===== src/rtl/shw_pkg.sv =====
// Package: register map, field positions, reset values and states of the serial port
package shw_pkg;
  localparam int          ADDR_W     = 8;
  localparam int          DATA_W     = 32;
  localparam int          BYTE_W     = 8;
  // Register indices; byte address is four times the index
  localparam int          IDX_DATA   = 'h31;
  localparam int          IDX_CTRL   = 'h32;
  localparam int          IDX_CSR    = 'h33;
  localparam int          IDX_ISTAT  = 'h38;
  localparam int          IDX_IMASK  = 'h39;
  localparam logic [7:0]  ADDR_DATA  = 8'(IDX_DATA * 4);
  localparam logic [7:0]  ADDR_CTRL  = 8'(IDX_CTRL * 4);
  localparam logic [7:0]  ADDR_CSR   = 8'(IDX_CSR * 4);
  localparam logic [7:0]  ADDR_ISTAT = 8'(IDX_ISTAT * 4);
  localparam logic [7:0]  ADDR_IMASK = 8'(IDX_IMASK * 4);
  // Control register fields
  localparam int          CR_IE      = 7;
  localparam int          CR_EN      = 6;
  localparam int          CR_R2      = 5;
  localparam int          CR_MS      = 4;
  localparam int          CR_POL     = 3;
  localparam int          CR_PHA     = 2;
  localparam int          CR_R1      = 1;
  localparam int          CR_R0      = 0;
  // Control/status register fields
  localparam int          CS_DONE    = 7;
  localparam int          CS_WRITE_COLLISION_FLAG    = 6;
  localparam int          CS_OVR     = 5;
  localparam int          CS_FAULT   = 4;
  localparam int          CS_OD      = 2;
  localparam int          CS_SSM     = 1;
  localparam int          CS_SSI     = 0;
  // Interrupt status and mask fields
  localparam int          IS_DONE    = 0;
  localparam int          IS_FAULT   = 1;
  localparam int          IS_OVR     = 2;
  localparam int          IS_RECOV   = 7;
  localparam int          IS_W       = 3;
  // Reset values
  localparam logic [7:0]  CTRL_RST   = 8'h00;
  localparam logic [7:0]  DATA_RST   = 8'h00;
  localparam logic [2:0]  IMASK_RST  = 3'h7;
  // Link timing
  localparam int          HALF_BASE  = 2;
  localparam logic [4:0]  HALF_LAST  = 5'h10;
  localparam logic [3:0]  BIT_LAST   = 4'h7;

  typedef enum logic [2:0] {
    ST_IDLE   = 3'b001,
    ST_SLAVE  = 3'b010,
    ST_MASTER = 3'b100
  } shw_state_t;
endpackage : shw_pkg


===== src/rtl/shw_pin_sync.sv =====
// Two-flop synchroniser for link pins with edge detection on bit 0
`timescale 1ns/1ps
module shw_pin_sync #(
  parameter int WIDTH = 4
) (
  input  wire logic             core_clk,
  input  wire logic             rst,
  input  wire logic [WIDTH-1:0] pinIn,
  output logic      [WIDTH-1:0] pinSync,
  output logic                  rise,
  output logic                  fall
);
  typedef struct packed {
    logic [WIDTH-1:0] meta;
    logic [WIDTH-1:0] sync;
    logic             prev;
  } shw_sync_t;

  shw_sync_t s_q;
  shw_sync_t s_d;

  always_comb
  begin
    s_d      = s_q;
    s_d.meta = pinIn;
    s_d.sync = s_q.meta;
    s_d.prev = s_q.sync[0];
  end

  always_ff @(posedge core_clk)
  begin
    if (rst)
    begin
      s_q <= '0;
    end
    else
    begin
      s_q <= s_d;
    end
  end

  // Edges only from the settled stage, never from the first flop
  assign pinSync = s_q.sync;
  assign rise    = s_q.sync[0] & ~s_q.prev;
  assign fall    = ~s_q.sync[0] & s_q.prev;
endmodule : shw_pin_sync


===== src/rtl/shw_serial_port.sv =====
// Serial port with halt wake-up, shared interrupt and APB register file
`timescale 1ns/1ps
//////////////////////////////////////////////////////////////////////////////
module shw_serial_port
  import shw_pkg::*;
#(
  parameter int HALF_BASE_P = HALF_BASE
) (
  input  wire logic              core_clk,
  input  wire logic              rst,
  input  wire logic              psel,
  input  wire logic              penable,
  input  wire logic              pwrite,
  input  wire logic [ADDR_W-1:0] paddr,
  input  wire logic [DATA_W-1:0] pwdata,
  output logic      [DATA_W-1:0] prdata,
  output logic                   pready,
  output logic                   pslverr,
  input  wire logic              cpuHalt,
  input  wire logic              cpuIntMask,
  input  wire logic              sckIn,
  input  wire logic              mosiIn,
  input  wire logic              misoIn,
  input  wire logic              selectInN,
  output logic                   sckOut,
  output logic                   sckOeN,
  output logic                   mosiOut,
  output logic                   mosiOeN,
  output logic                   misoOut,
  output logic                   misoOeN,
  output logic                   irq,
  output logic                   haltWake,
  output logic                   waitWake
);
  typedef struct packed {
    shw_state_t       state;
    logic [7:0]       ctrl;
    logic             odis;
    logic             select_by_software;
    logic             soft_select_level;
    logic             done;
    logic             write_collision_flag;
    logic             overrun_flag;
    logic             fault;
    logic             doneSeen;
    logic             wcolSeen;
    logic             faultSeen;
    logic [7:0]       rxBuf;
    logic [7:0]       rxShift;
    logic [7:0]       txShift;
    logic [3:0]       bitCnt;
    logic [4:0]       halfCnt;
    logic [9:0]       divCnt;
    logic             sck;
    logic [IS_W-1:0]  istat;
    logic [IS_W-1:0]  imask;
    logic             haltPrev;
    logic             haltArm;
    logic             haltWoke;
    logic             recover;
    logic             ready;
    logic [7:0]       rdata;
    logic             err;
  } shw_regs_t;

  shw_regs_t r_q;
  shw_regs_t r_d;

  logic [3:0] pinSync;
  logic       sckRise;
  logic       sckFall;

  shw_pin_sync #(
    .WIDTH (4)
  ) u_sync (
    .core_clk (core_clk),
    .rst      (rst),
    .pinIn    ({selectInN, misoIn, mosiIn, sckIn}),
    .pinSync  (pinSync),
    .rise     (sckRise),
    .fall     (sckFall)
  );

  //////////////////////////////////////////////////////////////////////////////
  // Combinational helpers
  logic       selLow;
  logic       isMaster;
  logic       enabled;
  logic       access;
  logic       wrAcc;
  logic       rdAcc;
  logic       mapped;
  logic [2:0] rate;
  logic [9:0] halfLim;
  logic       linkEdge;
  logic [4:0] hNew;
  logic       isSample;
  logic       isShift;
  logic       din;
  logic [7:0] byteIn;
  logic       wrLive;

  always_comb
  begin
    selLow   = r_q.select_by_software ? ~r_q.soft_select_level : ~pinSync[3];
    isMaster = r_q.ctrl[CR_MS];
    enabled  = r_q.ctrl[CR_EN];
    rate     = {r_q.ctrl[CR_R2], r_q.ctrl[CR_R1], r_q.ctrl[CR_R0]};
    halfLim  = 10'((HALF_BASE_P << rate) - 1);
    mapped   = (paddr == ADDR_DATA) || (paddr == ADDR_CTRL) || (paddr == ADDR_CSR)
            || (paddr == ADDR_ISTAT) || (paddr == ADDR_IMASK);
    // Registers frozen in halt: no bus side effects
    access   = psel & penable & r_q.ready & mapped & ~cpuHalt;
    wrAcc    = access & pwrite;
    rdAcc    = access & ~pwrite;
    wrLive   = wrAcc;
    linkEdge = (r_q.state == ST_MASTER) ? (r_q.divCnt == halfLim)
             : (enabled & ~isMaster & selLow & (sckRise | sckFall));
    hNew     = (r_q.state == ST_IDLE) ? 5'h01 : r_q.halfCnt + 5'h01;
    isSample = hNew[0] ^ r_q.ctrl[CR_PHA];
    isShift  = ~isSample & (hNew != 5'h01);
    din      = (r_q.state == ST_MASTER) ? pinSync[2] : pinSync[1];
    byteIn   = {r_q.rxShift[6:0], din};
  end

  //////////////////////////////////////////////////////////////////////////////
  // Next state
  always_comb
  begin
    r_d       = r_q;
    r_d.ready = psel & penable & ~r_q.ready;
    if (psel & penable & ~r_q.ready)
    begin
      r_d.err = ~mapped;
      unique case (paddr)
        ADDR_DATA:  r_d.rdata = r_q.rxBuf;
        ADDR_CTRL:  r_d.rdata = r_q.ctrl;
        ADDR_CSR:   r_d.rdata = {r_q.done, r_q.write_collision_flag, r_q.overrun_flag, r_q.fault, 1'b0, r_q.odis, r_q.select_by_software, r_q.soft_select_level};
        ADDR_ISTAT: r_d.rdata = {r_q.recover, 4'h0, r_q.istat};
        ADDR_IMASK: r_d.rdata = {5'h00, r_q.imask};
        default:    r_d.rdata = 8'h00;
      endcase
    end

    // Bus side: clears first so that hardware sets below win
    if (rdAcc && paddr == ADDR_CSR)
    begin
      r_d.overrun_flag       = 1'b0;
      r_d.doneSeen  = r_q.done;
      r_d.wcolSeen  = r_q.write_collision_flag;
      r_d.faultSeen = r_q.fault;
    end
    if (access && paddr == ADDR_DATA)
    begin
      if (r_q.doneSeen)
      begin
        r_d.done     = 1'b0;
        r_d.doneSeen = 1'b0;
      end
      if (r_q.wcolSeen)
      begin
        r_d.write_collision_flag     = 1'b0;
        r_d.wcolSeen = 1'b0;
      end
    end
    if (wrLive && paddr == ADDR_DATA)
    begin
      if (r_q.state != ST_IDLE)
      begin
        r_d.write_collision_flag = 1'b1;
      end
      else
      begin
        r_d.txShift = pwdata[7:0];
        if (isMaster & enabled)
        begin
          r_d.state   = ST_MASTER;
          r_d.divCnt  = 10'h000;
          r_d.halfCnt = 5'h00;
          r_d.bitCnt  = 4'h0;
        end
      end
    end
    if (wrLive && paddr == ADDR_CTRL)
    begin
      r_d.ctrl = pwdata[7:0];
      if (r_q.fault & r_q.faultSeen)
      begin
        r_d.fault     = 1'b0;
        r_d.faultSeen = 1'b0;
      end
      else if (r_q.fault)
      begin
        // Enable and master select stay low until the clearing sequence
        r_d.ctrl[CR_EN] = 1'b0;
        r_d.ctrl[CR_MS] = 1'b0;
      end
    end
    if (wrLive && paddr == ADDR_CSR)
    begin
      r_d.odis = pwdata[CS_OD];
      r_d.select_by_software  = pwdata[CS_SSM];
      r_d.soft_select_level  = pwdata[CS_SSI];
    end
    if (wrLive && paddr == ADDR_ISTAT)
    begin
      r_d.istat = r_q.istat & ~pwdata[IS_W-1:0];
    end
    if (wrLive && paddr == ADDR_IMASK)
    begin
      r_d.imask = pwdata[IS_W-1:0];
    end

    // Link side; the shifter keeps running during halt
    unique case (r_q.state)
      ST_IDLE:
      begin
        r_d.sck = r_q.ctrl[CR_POL];
        if (linkEdge)
        begin
          r_d.state   = ST_SLAVE;
          r_d.halfCnt = 5'h00;
          r_d.bitCnt  = 4'h0;
        end
      end
      ST_SLAVE:
      begin
        // Deselect aborts a partial byte
        if (~selLow | isMaster | ~enabled)
        begin
          r_d.state   = ST_IDLE;
          r_d.halfCnt = 5'h00;
          r_d.bitCnt  = 4'h0;
        end
      end
      ST_MASTER:
      begin
        r_d.divCnt = linkEdge ? 10'h000 : r_q.divCnt + 10'h001;
        if (linkEdge)
        begin
          r_d.sck = ~r_q.sck;
          if (hNew == HALF_LAST)
          begin
            r_d.state = ST_IDLE;
          end
        end
      end
      default:
      begin
        r_d.state = ST_IDLE;
      end
    endcase

    if (linkEdge && ((r_q.state == ST_MASTER) || (r_d.state == ST_SLAVE)))
    begin
      r_d.halfCnt = hNew;
      if (isShift && r_q.state != ST_IDLE)
      begin
        r_d.txShift = {r_q.txShift[6:0], 1'b0};
      end
      if (isSample)
      begin
        r_d.rxShift = byteIn;
        r_d.bitCnt  = r_q.bitCnt + 4'h1;
        if (r_q.bitCnt == BIT_LAST)
        begin
          // Restart the count so a held select can carry the next byte
          r_d.bitCnt = 4'h0;
          if (r_q.recover)
          begin
            r_d.recover = 1'b0;
          end
          else if (~r_q.done)
          begin
            r_d.done          = 1'b1;
            r_d.rxBuf         = byteIn;
            r_d.istat[IS_DONE] = 1'b1;
          end
          else
          begin
            r_d.overrun_flag           = 1'b1;
            r_d.istat[IS_OVR] = 1'b1;
          end
        end
      end
    end

    // Mode fault takes the port out of master mode
    if (isMaster & enabled & selLow)
    begin
      r_d.fault           = 1'b1;
      r_d.ctrl[CR_EN]     = 1'b0;
      r_d.ctrl[CR_MS]     = 1'b0;
      r_d.state           = ST_IDLE;
      r_d.istat[IS_FAULT] = 1'b1;
    end

    // Halt entry, wake and exit
    r_d.haltPrev = cpuHalt;
    if (cpuHalt & ~r_q.haltPrev)
    begin
      r_d.haltArm  = selLow;
      r_d.haltWoke = 1'b0;
    end
    if (haltWake)
    begin
      r_d.haltWoke = 1'b1;
    end
    if (~cpuHalt & r_q.haltPrev)
    begin
      r_d.haltArm  = 1'b0;
      r_d.haltWoke = 1'b0;
      r_d.recover  = r_q.haltWoke & ~r_d.ctrl[CR_MS];
    end
    // Master mode or disable ends the recovery state at once
    r_d.recover = r_d.recover & r_d.ctrl[CR_EN] & ~r_d.ctrl[CR_MS];
  end

  always_ff @(posedge core_clk)
  begin
    if (rst)
    begin
      r_q       <= '0;
      r_q.state <= ST_IDLE;
      r_q.ctrl  <= CTRL_RST;
      r_q.rxBuf <= DATA_RST;
      r_q.imask <= IMASK_RST;
    end
    else
    begin
      r_q <= r_d;
    end
  end

  //////////////////////////////////////////////////////////////////////////////
  // Outputs
  logic pending;
  // Write collision has no path into the interrupt status
  assign pending  = r_q.ctrl[CR_IE] & |(r_q.istat & r_q.imask);
  assign irq      = pending & ~cpuIntMask;
  assign waitWake = pending;
  // Only a done event wakes from halt, never a fault
  assign haltWake = cpuHalt & r_q.haltArm & r_q.done & r_q.ctrl[CR_IE] & ~r_q.ctrl[CR_MS];
  assign prdata   = {24'h000000, r_q.rdata};
  assign pready   = r_q.ready;
  assign pslverr  = r_q.ready & r_q.err;
  assign sckOut   = r_q.sck;
  assign mosiOut  = r_q.txShift[7];
  assign misoOut  = r_q.txShift[7];
  assign sckOeN   = ~(r_q.ctrl[CR_EN] & r_q.ctrl[CR_MS] & ~r_q.odis);
  assign mosiOeN  = ~(r_q.ctrl[CR_EN] & r_q.ctrl[CR_MS] & ~r_q.odis);
  assign misoOeN  = ~(r_q.ctrl[CR_EN] & ~r_q.ctrl[CR_MS] & selLow & ~r_q.odis);
endmodule : shw_serial_port


===== config.mk =====
export PLATFORM = sky130hd
export DESIGN_NAME = shw_serial_port
export DESIGN_NICKNAME = d
export VERILOG_FILES = /design/src/rtl/shw_pkg.sv /design/src/rtl/shw_pin_sync.sv /design/src/rtl/shw_serial_port.sv
export SDC_FILE = /design/constraint.sdc
export NUM_CORES = 1
export LEC_CHECK = 0
export BUFFER_PORTS_ARGS = -buffer_cell sky130_fd_sc_hd__buf_2
export CORE_UTILIZATION = 40
export DETAILED_ROUTE_END_ITERATION = 8
export GPL_TIMING_DRIVEN = 1
export PLACE_DENSITY = 0.63
export SLEW_MARGIN = 20
export SYNTH_ARGS = -nofsm -noshare
export SYNTH_HDL_FRONTEND = slang
export SYNTH_HIERARCHICAL = 1
export SYNTH_SLANG_ARGS = --single-unit

===== constraint.sdc =====
create_clock -name core_clk -period 2.55 [get_ports core_clk]
set_input_delay 0.3825 -clock core_clk [delete_from_list [all_inputs] [get_ports core_clk]]
set_output_delay 0.3825 -clock core_clk [all_outputs]
set_load 0.01 [all_outputs]

# After elaboration in Yosys (flattened, before gate mapping)
# Cells that the tools add are included.
[word_totals] reg_bits=94 input_bits=51 wordCells=218
[classes] addsub=4 n_eq_ne=16 shift=1 n_mux=77 n_bitwise=58 reduce_logical=29
[ops] op="two-way mux 27 bit" count=2
[ops] op="two-way mux 1 bit" count=49
[ops] op="== test 8 bit (second input constant)" count=5
[ops] op="one-hot mux 8 bit (5 select lines)" count=1
[ops] op="AND 1 bit" count=30
[ops] op="two-way mux 3 bit" count=9
[ops] op="inverter 1 bit" count=21
[ops] op="two-way mux 10 bit" count=2
[ops] op="two-way mux 19 bit" count=1
[ops] op="two-way mux 9 bit" count=2
[ops] op="one-hot mux 9 bit (2 select lines)" count=1
[ops] op="two-way mux 17 bit" count=1
[ops] op="nonzero test 2 bit" count=7
[ops] op="adder 10 x 1 -> 10 bit (second input constant)" count=1
[ops] op="== test 10 bit" count=1
[ops] op="left shift 2 x 3 -> 10 bit (first input constant)" count=1
[ops] op="subtractor 10 x 2 -> 10 bit (second input constant)" count=1
[ops] op="logical AND 1 bit" count=9
[ops] op="one-hot mux 3 bit (3 select lines)" count=1
[ops] op="two-way mux 4 bit" count=2
[ops] op="two-way mux 8 bit" count=1
[ops] op="two-way mux 7 bit" count=1
[ops] op="AND 3 bit" count=2
[ops] op="== test 3 x 2 -> 1 bit (second input constant)" count=2
[ops] op="21 further kinds" count=32

# Longest topological paths before layout
[logic_depth] word_depth=20 mapped_depth=10 ltp_nobuf=8

# Cells and area by module
# Netlist, hierarchy kept.
[by_module_without_submodules] mod="shw_serial_port" n_inst=1 cells_each=539 area_each_um2=4469.3
[by_module_without_submodules] mod="shw_pin_sync" n_inst=1 cells_each=24 area_each_um2=279.0

# Worst setup path before layout
# No wires, ideal clock.
[synth_path] kind="register to register" startpoint="register r_q[83] (netlist bit)" endpoint="register r_q[58] (netlist bit)" setup_time_ns=0.128 t_arrival_ns=2.265 required_ns=2.422 slack_ns=0.157 path_stages_with_launch=11 synth_period_minus_slack_ns=2.393 path_cell_list="dfxtp_1 -> buf_6 -> or3b_1 -> buf_6 -> a2111oi_4 -> o311a_2 -> o22ai_2 -> and4bb_2 -> buf_6 -> mux2i_1 -> nor2_1"
[synth_between] elab_chain_len=10
[synth_lines] item="from (decl)" line_no="shw_serial_port.sv:66" text="shw_regs_t r_q;"
[synth_lines] item="from (signal assigned)" line_no="shw_serial_port.sv:331" text="r_q <= r_d;"
[synth_lines] item="== test 3 x 1 -> 1 bit, or another cell as far along" line_no="shw_serial_port.sv:119, shw_serial_port.sv:215"
[synth_lines] item="two-way mux 5 bit / two-way mux 3 bit (equally long branches)" line_no="shw_serial_port.sv:119, shw_serial_port.sv:168"
[synth_lines] item="== test 5 bit / two-way mux 3 bit (equally long branches)" line_no="shw_serial_port.sv:242, shw_serial_port.sv:166"
[synth_lines] item="two-way mux 3 bit" line_no="shw_serial_port.sv:242" text="if (hNew == HALF_LAST)"
[synth_lines] item="two-way mux 3 bit" line_no="shw_serial_port.sv:239" text="if (linkEdge)"
[synth_lines] item="one-hot mux 3 bit (3 select lines)" line_no="shw_serial_port.sv:215" text="unique case (r_q.state)"
[synth_lines] item="== test 3 x 2 -> 1 bit" line_no="shw_serial_port.sv:254" text="if (linkEdge && ((r_q.state == ST_MASTER) || (r_d.state == ST_SLAVE)))"
[synth_lines] item="logical OR 1 bit" line_no="shw_serial_port.sv:254"
[synth_lines] item="logical AND 1 bit" line_no="shw_serial_port.sv:254"
[synth_lines] item="AND reduction 5 bit (no line) *"
# Every way passes the cells marked *; elsewhere a longest branch is shown, timed or not.
# A chain may end at the register's enable or synchronous reset.

# Worst setup path after layout
[layout_path] startpoint="register r_q[83] (netlist bit)" endpoint="register r_q[45] (netlist bit)"
[layout_between] elab_chain_len=10
[layout_lines] item="== test 3 x 1 -> 1 bit, or another cell as far along" line_no="shw_serial_port.sv:119, shw_serial_port.sv:215"
[layout_lines] item="two-way mux 5 bit / two-way mux 3 bit (equally long branches)" line_no="shw_serial_port.sv:119, shw_serial_port.sv:168"
[layout_lines] item="== test 5 bit / two-way mux 3 bit (equally long branches)" line_no="shw_serial_port.sv:242, shw_serial_port.sv:166"
[layout_lines] item="two-way mux 3 bit" line_no="shw_serial_port.sv:242"
[layout_lines] item="two-way mux 3 bit" line_no="shw_serial_port.sv:239"
[layout_lines] item="one-hot mux 3 bit (3 select lines)" line_no="shw_serial_port.sv:215"
[layout_lines] item="== test 3 x 2 -> 1 bit" line_no="shw_serial_port.sv:254"
[layout_lines] item="logical OR 1 bit" line_no="shw_serial_port.sv:254"
[layout_lines] item="logical AND 1 bit" line_no="shw_serial_port.sv:254"
[layout_lines] item="two-way mux 17 bit *" line_no="shw_serial_port.sv:254"
# Every way passes the cells marked *; elsewhere a longest branch is shown, timed or not. The select of a mux whose other input is x is not followed.

==> impl_metrics.json <==
{
  "port-buffer-count": 45,
  "htreeDepth": 3,
  "grt_pass1_vias": 3845,
  "cts_buffers": 9,
  "num_io_pins": 94,
  "remaining_drc_errors": 0,
  "power_frac_comb": 0.049,
  "whs_path_depth": 2,
  "finalPower_mw": 2.90,
  "leakagePower_nw": 2.11,
  "rsz0062_at_grt": "false",
  "fmax_mhz": 421,
  "avgSynthCellArea_um2": 8.44,
  "syn_inst": 562,
  "r2r-start": "r_q[83]$_SDFF_PP0_",
  "slew_headroom": 0.592,
  "core_area_um2": 11500,
  "hold_path_end": "u_sync/s_d[4]$_SDFF_PP0_",
  "setup_viol": 0,
  "clock-sinks": 93,
  "r2r_slack_ns": 0.18,
  "cts_tree": "done",
  "p_per_area_nw_per_um2": 541,
  "clock_tree.buffer_depth": 2,
  "clkPwrFrac": 0.445,
  "grt_antenna_before_repair": 0,
  "r2r_cells": 8,
  "netlist_area_um2": 4740,
  "mostFrequentLayoutCell": "dfxtp_1",
  "viasPerCell": 5.37,
  "worstPathArrival_ns": 2.58,
  "hold_start": "selectInN",
  "layout_common_cells": "90 x dfxtp_1, 69 x nor2_1, 51 x nand2_1, 45 x buf_2, 37 x a21oi_1",
  "cts_hold_buf": 0,
  "post-place-ws_ns": 0.0127,
  "clkTransAtPathRegs_ns": 0.07,
  "swShare": 0.246,
  "r2r-end": "r_q[45]$_SDFF_PP0_",
  "antenna_cells": 0,
  "p_sw_mw": 0.714,
  "setup_ws_ns": 0.177,
  "grt_overflow": 0,
  "cts_root_buf": "clkbuf_16",
  "worstMarginPinSlew_ns": 0.613,
  "die_w_um": 111,
  "num_vias": 4062,
  "fp.dieArea_um2": 12300,
  "gp_congestion": 0.909,
  "clock_skew_ns": 0.0104,
  "fin_tns_setup_ns": 0,
  "drt_iter0_markers": 243,
  "cts_setup_buffers": 0,
  "irDropWorstVdd_uv": 282,
  "grt_max_degree": 59,
  "slew_violations": 0,
  "p_seq_frac": 0.506,
  "num_rows": 39,
  "initial_core_util": 0.413,
  "max_cap_violations": 0,
  "cp.required_ns": 2.75,
  "hp-class": "in2reg",
  "nFillCells": 1123,
  "post-route-period-util": 0.931,
  "crit_path_max_fanout": 12,
  "period_minus_slack_ns": 2.37,
  "insertion_delay_ns": 0.34,
  "die_height_um": 111,
  "wl_um": 11300,
  "worstSetupStartpointType": "flop",
  "post_route_cells_drive_above_1_share": 0.204,
  "p_int_mw": 2.19,
  "status": "finished clean",
  "dr.pass1.iters": 5,
  "postRouteAntennaNets": 0,
  "setup.worst_path.end_class": "flop",
  "track_usage": 0.192,
  "place.detailed.hpwl_um": 8550,
  "routedWlPerCell_um": 15.0,
  "path_class": "reg2reg",
  "finalHoldViolations": 0,
  "grt_pass1_wl_um": 19000,
  "ys_warn_count": 6,
  "layout.nets": 663,
  "areaGrowthSynthToFinish_pct": 13.3
}
[per-stage QoR]
stage | utilization | std cells | hold WS, ns | instance area (um^2)
4_1_cts | 0.467 | 757 | 0.247 | 5350
6_report | 0.468 | 757 | 0.247 | 5370
5_1_grt | 0.468 | 757 | 0.263 | 5370
2_1_floorplan | - | 585 | 0.414 | 4830
3_3_place_gp | 0.442 | 741 | 0.418 | 5070
3_5_place_dp | 0.442 | 741 | 0.425 | 5070
[layout make-up]
class                      instances  area [um^2]  area share
clock inverter                     7         57.6      0.0107
inverter                           8         30.0     0.00559
clock buffer                       9          225      0.0419
multi-input combinational        419         2540       0.473
timing repair buffer              78          473      0.0881
sequential                        93         1870       0.347
tap                              143          179      0.0333
[critical path, stage by stage, from the launching register on]
cell and delay (ns):
dfxtp_1 0.31, or3b_1 0.43, a2111oi_4 0.35, o311a_2 0.28
o22ai_2 0.09, buf_4 0.16, or3_4 0.43, nor2_1 0.12
a211oi_1 0.06
[metal layers]
| metal | wire [um] | up-vias | global-route usage | part of all wire |
|---|---|---|---|---|
| met5 | 0 | - | 0 | 0 |
| met4 | 191 | 0 | 0.0684 | 0.017 |
| met3 | 517 | 20 | 0.0295 | 0.046 |
| met2 | 5140 | 119 | 0.305 | 0.45 |
| met1 | 5470 | 1895 | 0.263 | 0.48 |
| li1 | - | 2028 | - | - |
[worst max-delay path by stage]
stage	cells after the start	endpoint	slack (ns)	from
after global placement	8	r_q[63]$_SDFFE_PP0P_	0.10	r_q[75]$_SDFFE_PP0P_
after global routing	8	r_q[60]$_SDFFE_PP0P_	0.06	r_q[84]$_SDFF_PP0_
after floorplan	10	r_q[58]$_SDFFE_PP0P_	0.16	r_q[83]$_SDFF_PP0_
after CTS	7	r_q[31]$_SDFF_PP0_	0.001	r_q[74]$_SDFFE_PP0P_
final	8	r_q[45]$_SDFF_PP0_	0.18	r_q[83]$_SDFF_PP0_
after detailed placement	8	r_q[62]$_SDFFE_PP0P_	0.01	r_q[75]$_SDFFE_PP0P_
[repair_timing]
action	CTS	global route
endpoints found under the setup margin	4	29
gates cloned	0	0
gates resized for setup	1	6
[sequential cells by signal, indices dropped and copies added (netlist names)]
| name | count |
|---|---|
| misoOut | 1 |
| enabled | 1 |
| u_sync/pinSync | 4 |
| u_sync/s_d | 4 |
| sckOut | 1 |
| byteIn | 7 |
| r_q | 64 |
| isMaster | 1 |
| pready | 1 |
| u_sync/s_q | 1 |
| prdata | 8 |
[power groups by stage]
stage                     logic (mW)  registers, mW  clock network [mW]
after floorplan                0.118           1.50                   0
after detailed placement       0.142           1.50                   0
after CTS                      0.143           1.47                1.31
final                          0.143           1.47                1.29
after global placement         0.140           1.50                   0
after global routing           0.158           1.47                1.37
Note: power is estimated with default switching activity, not from simulation.
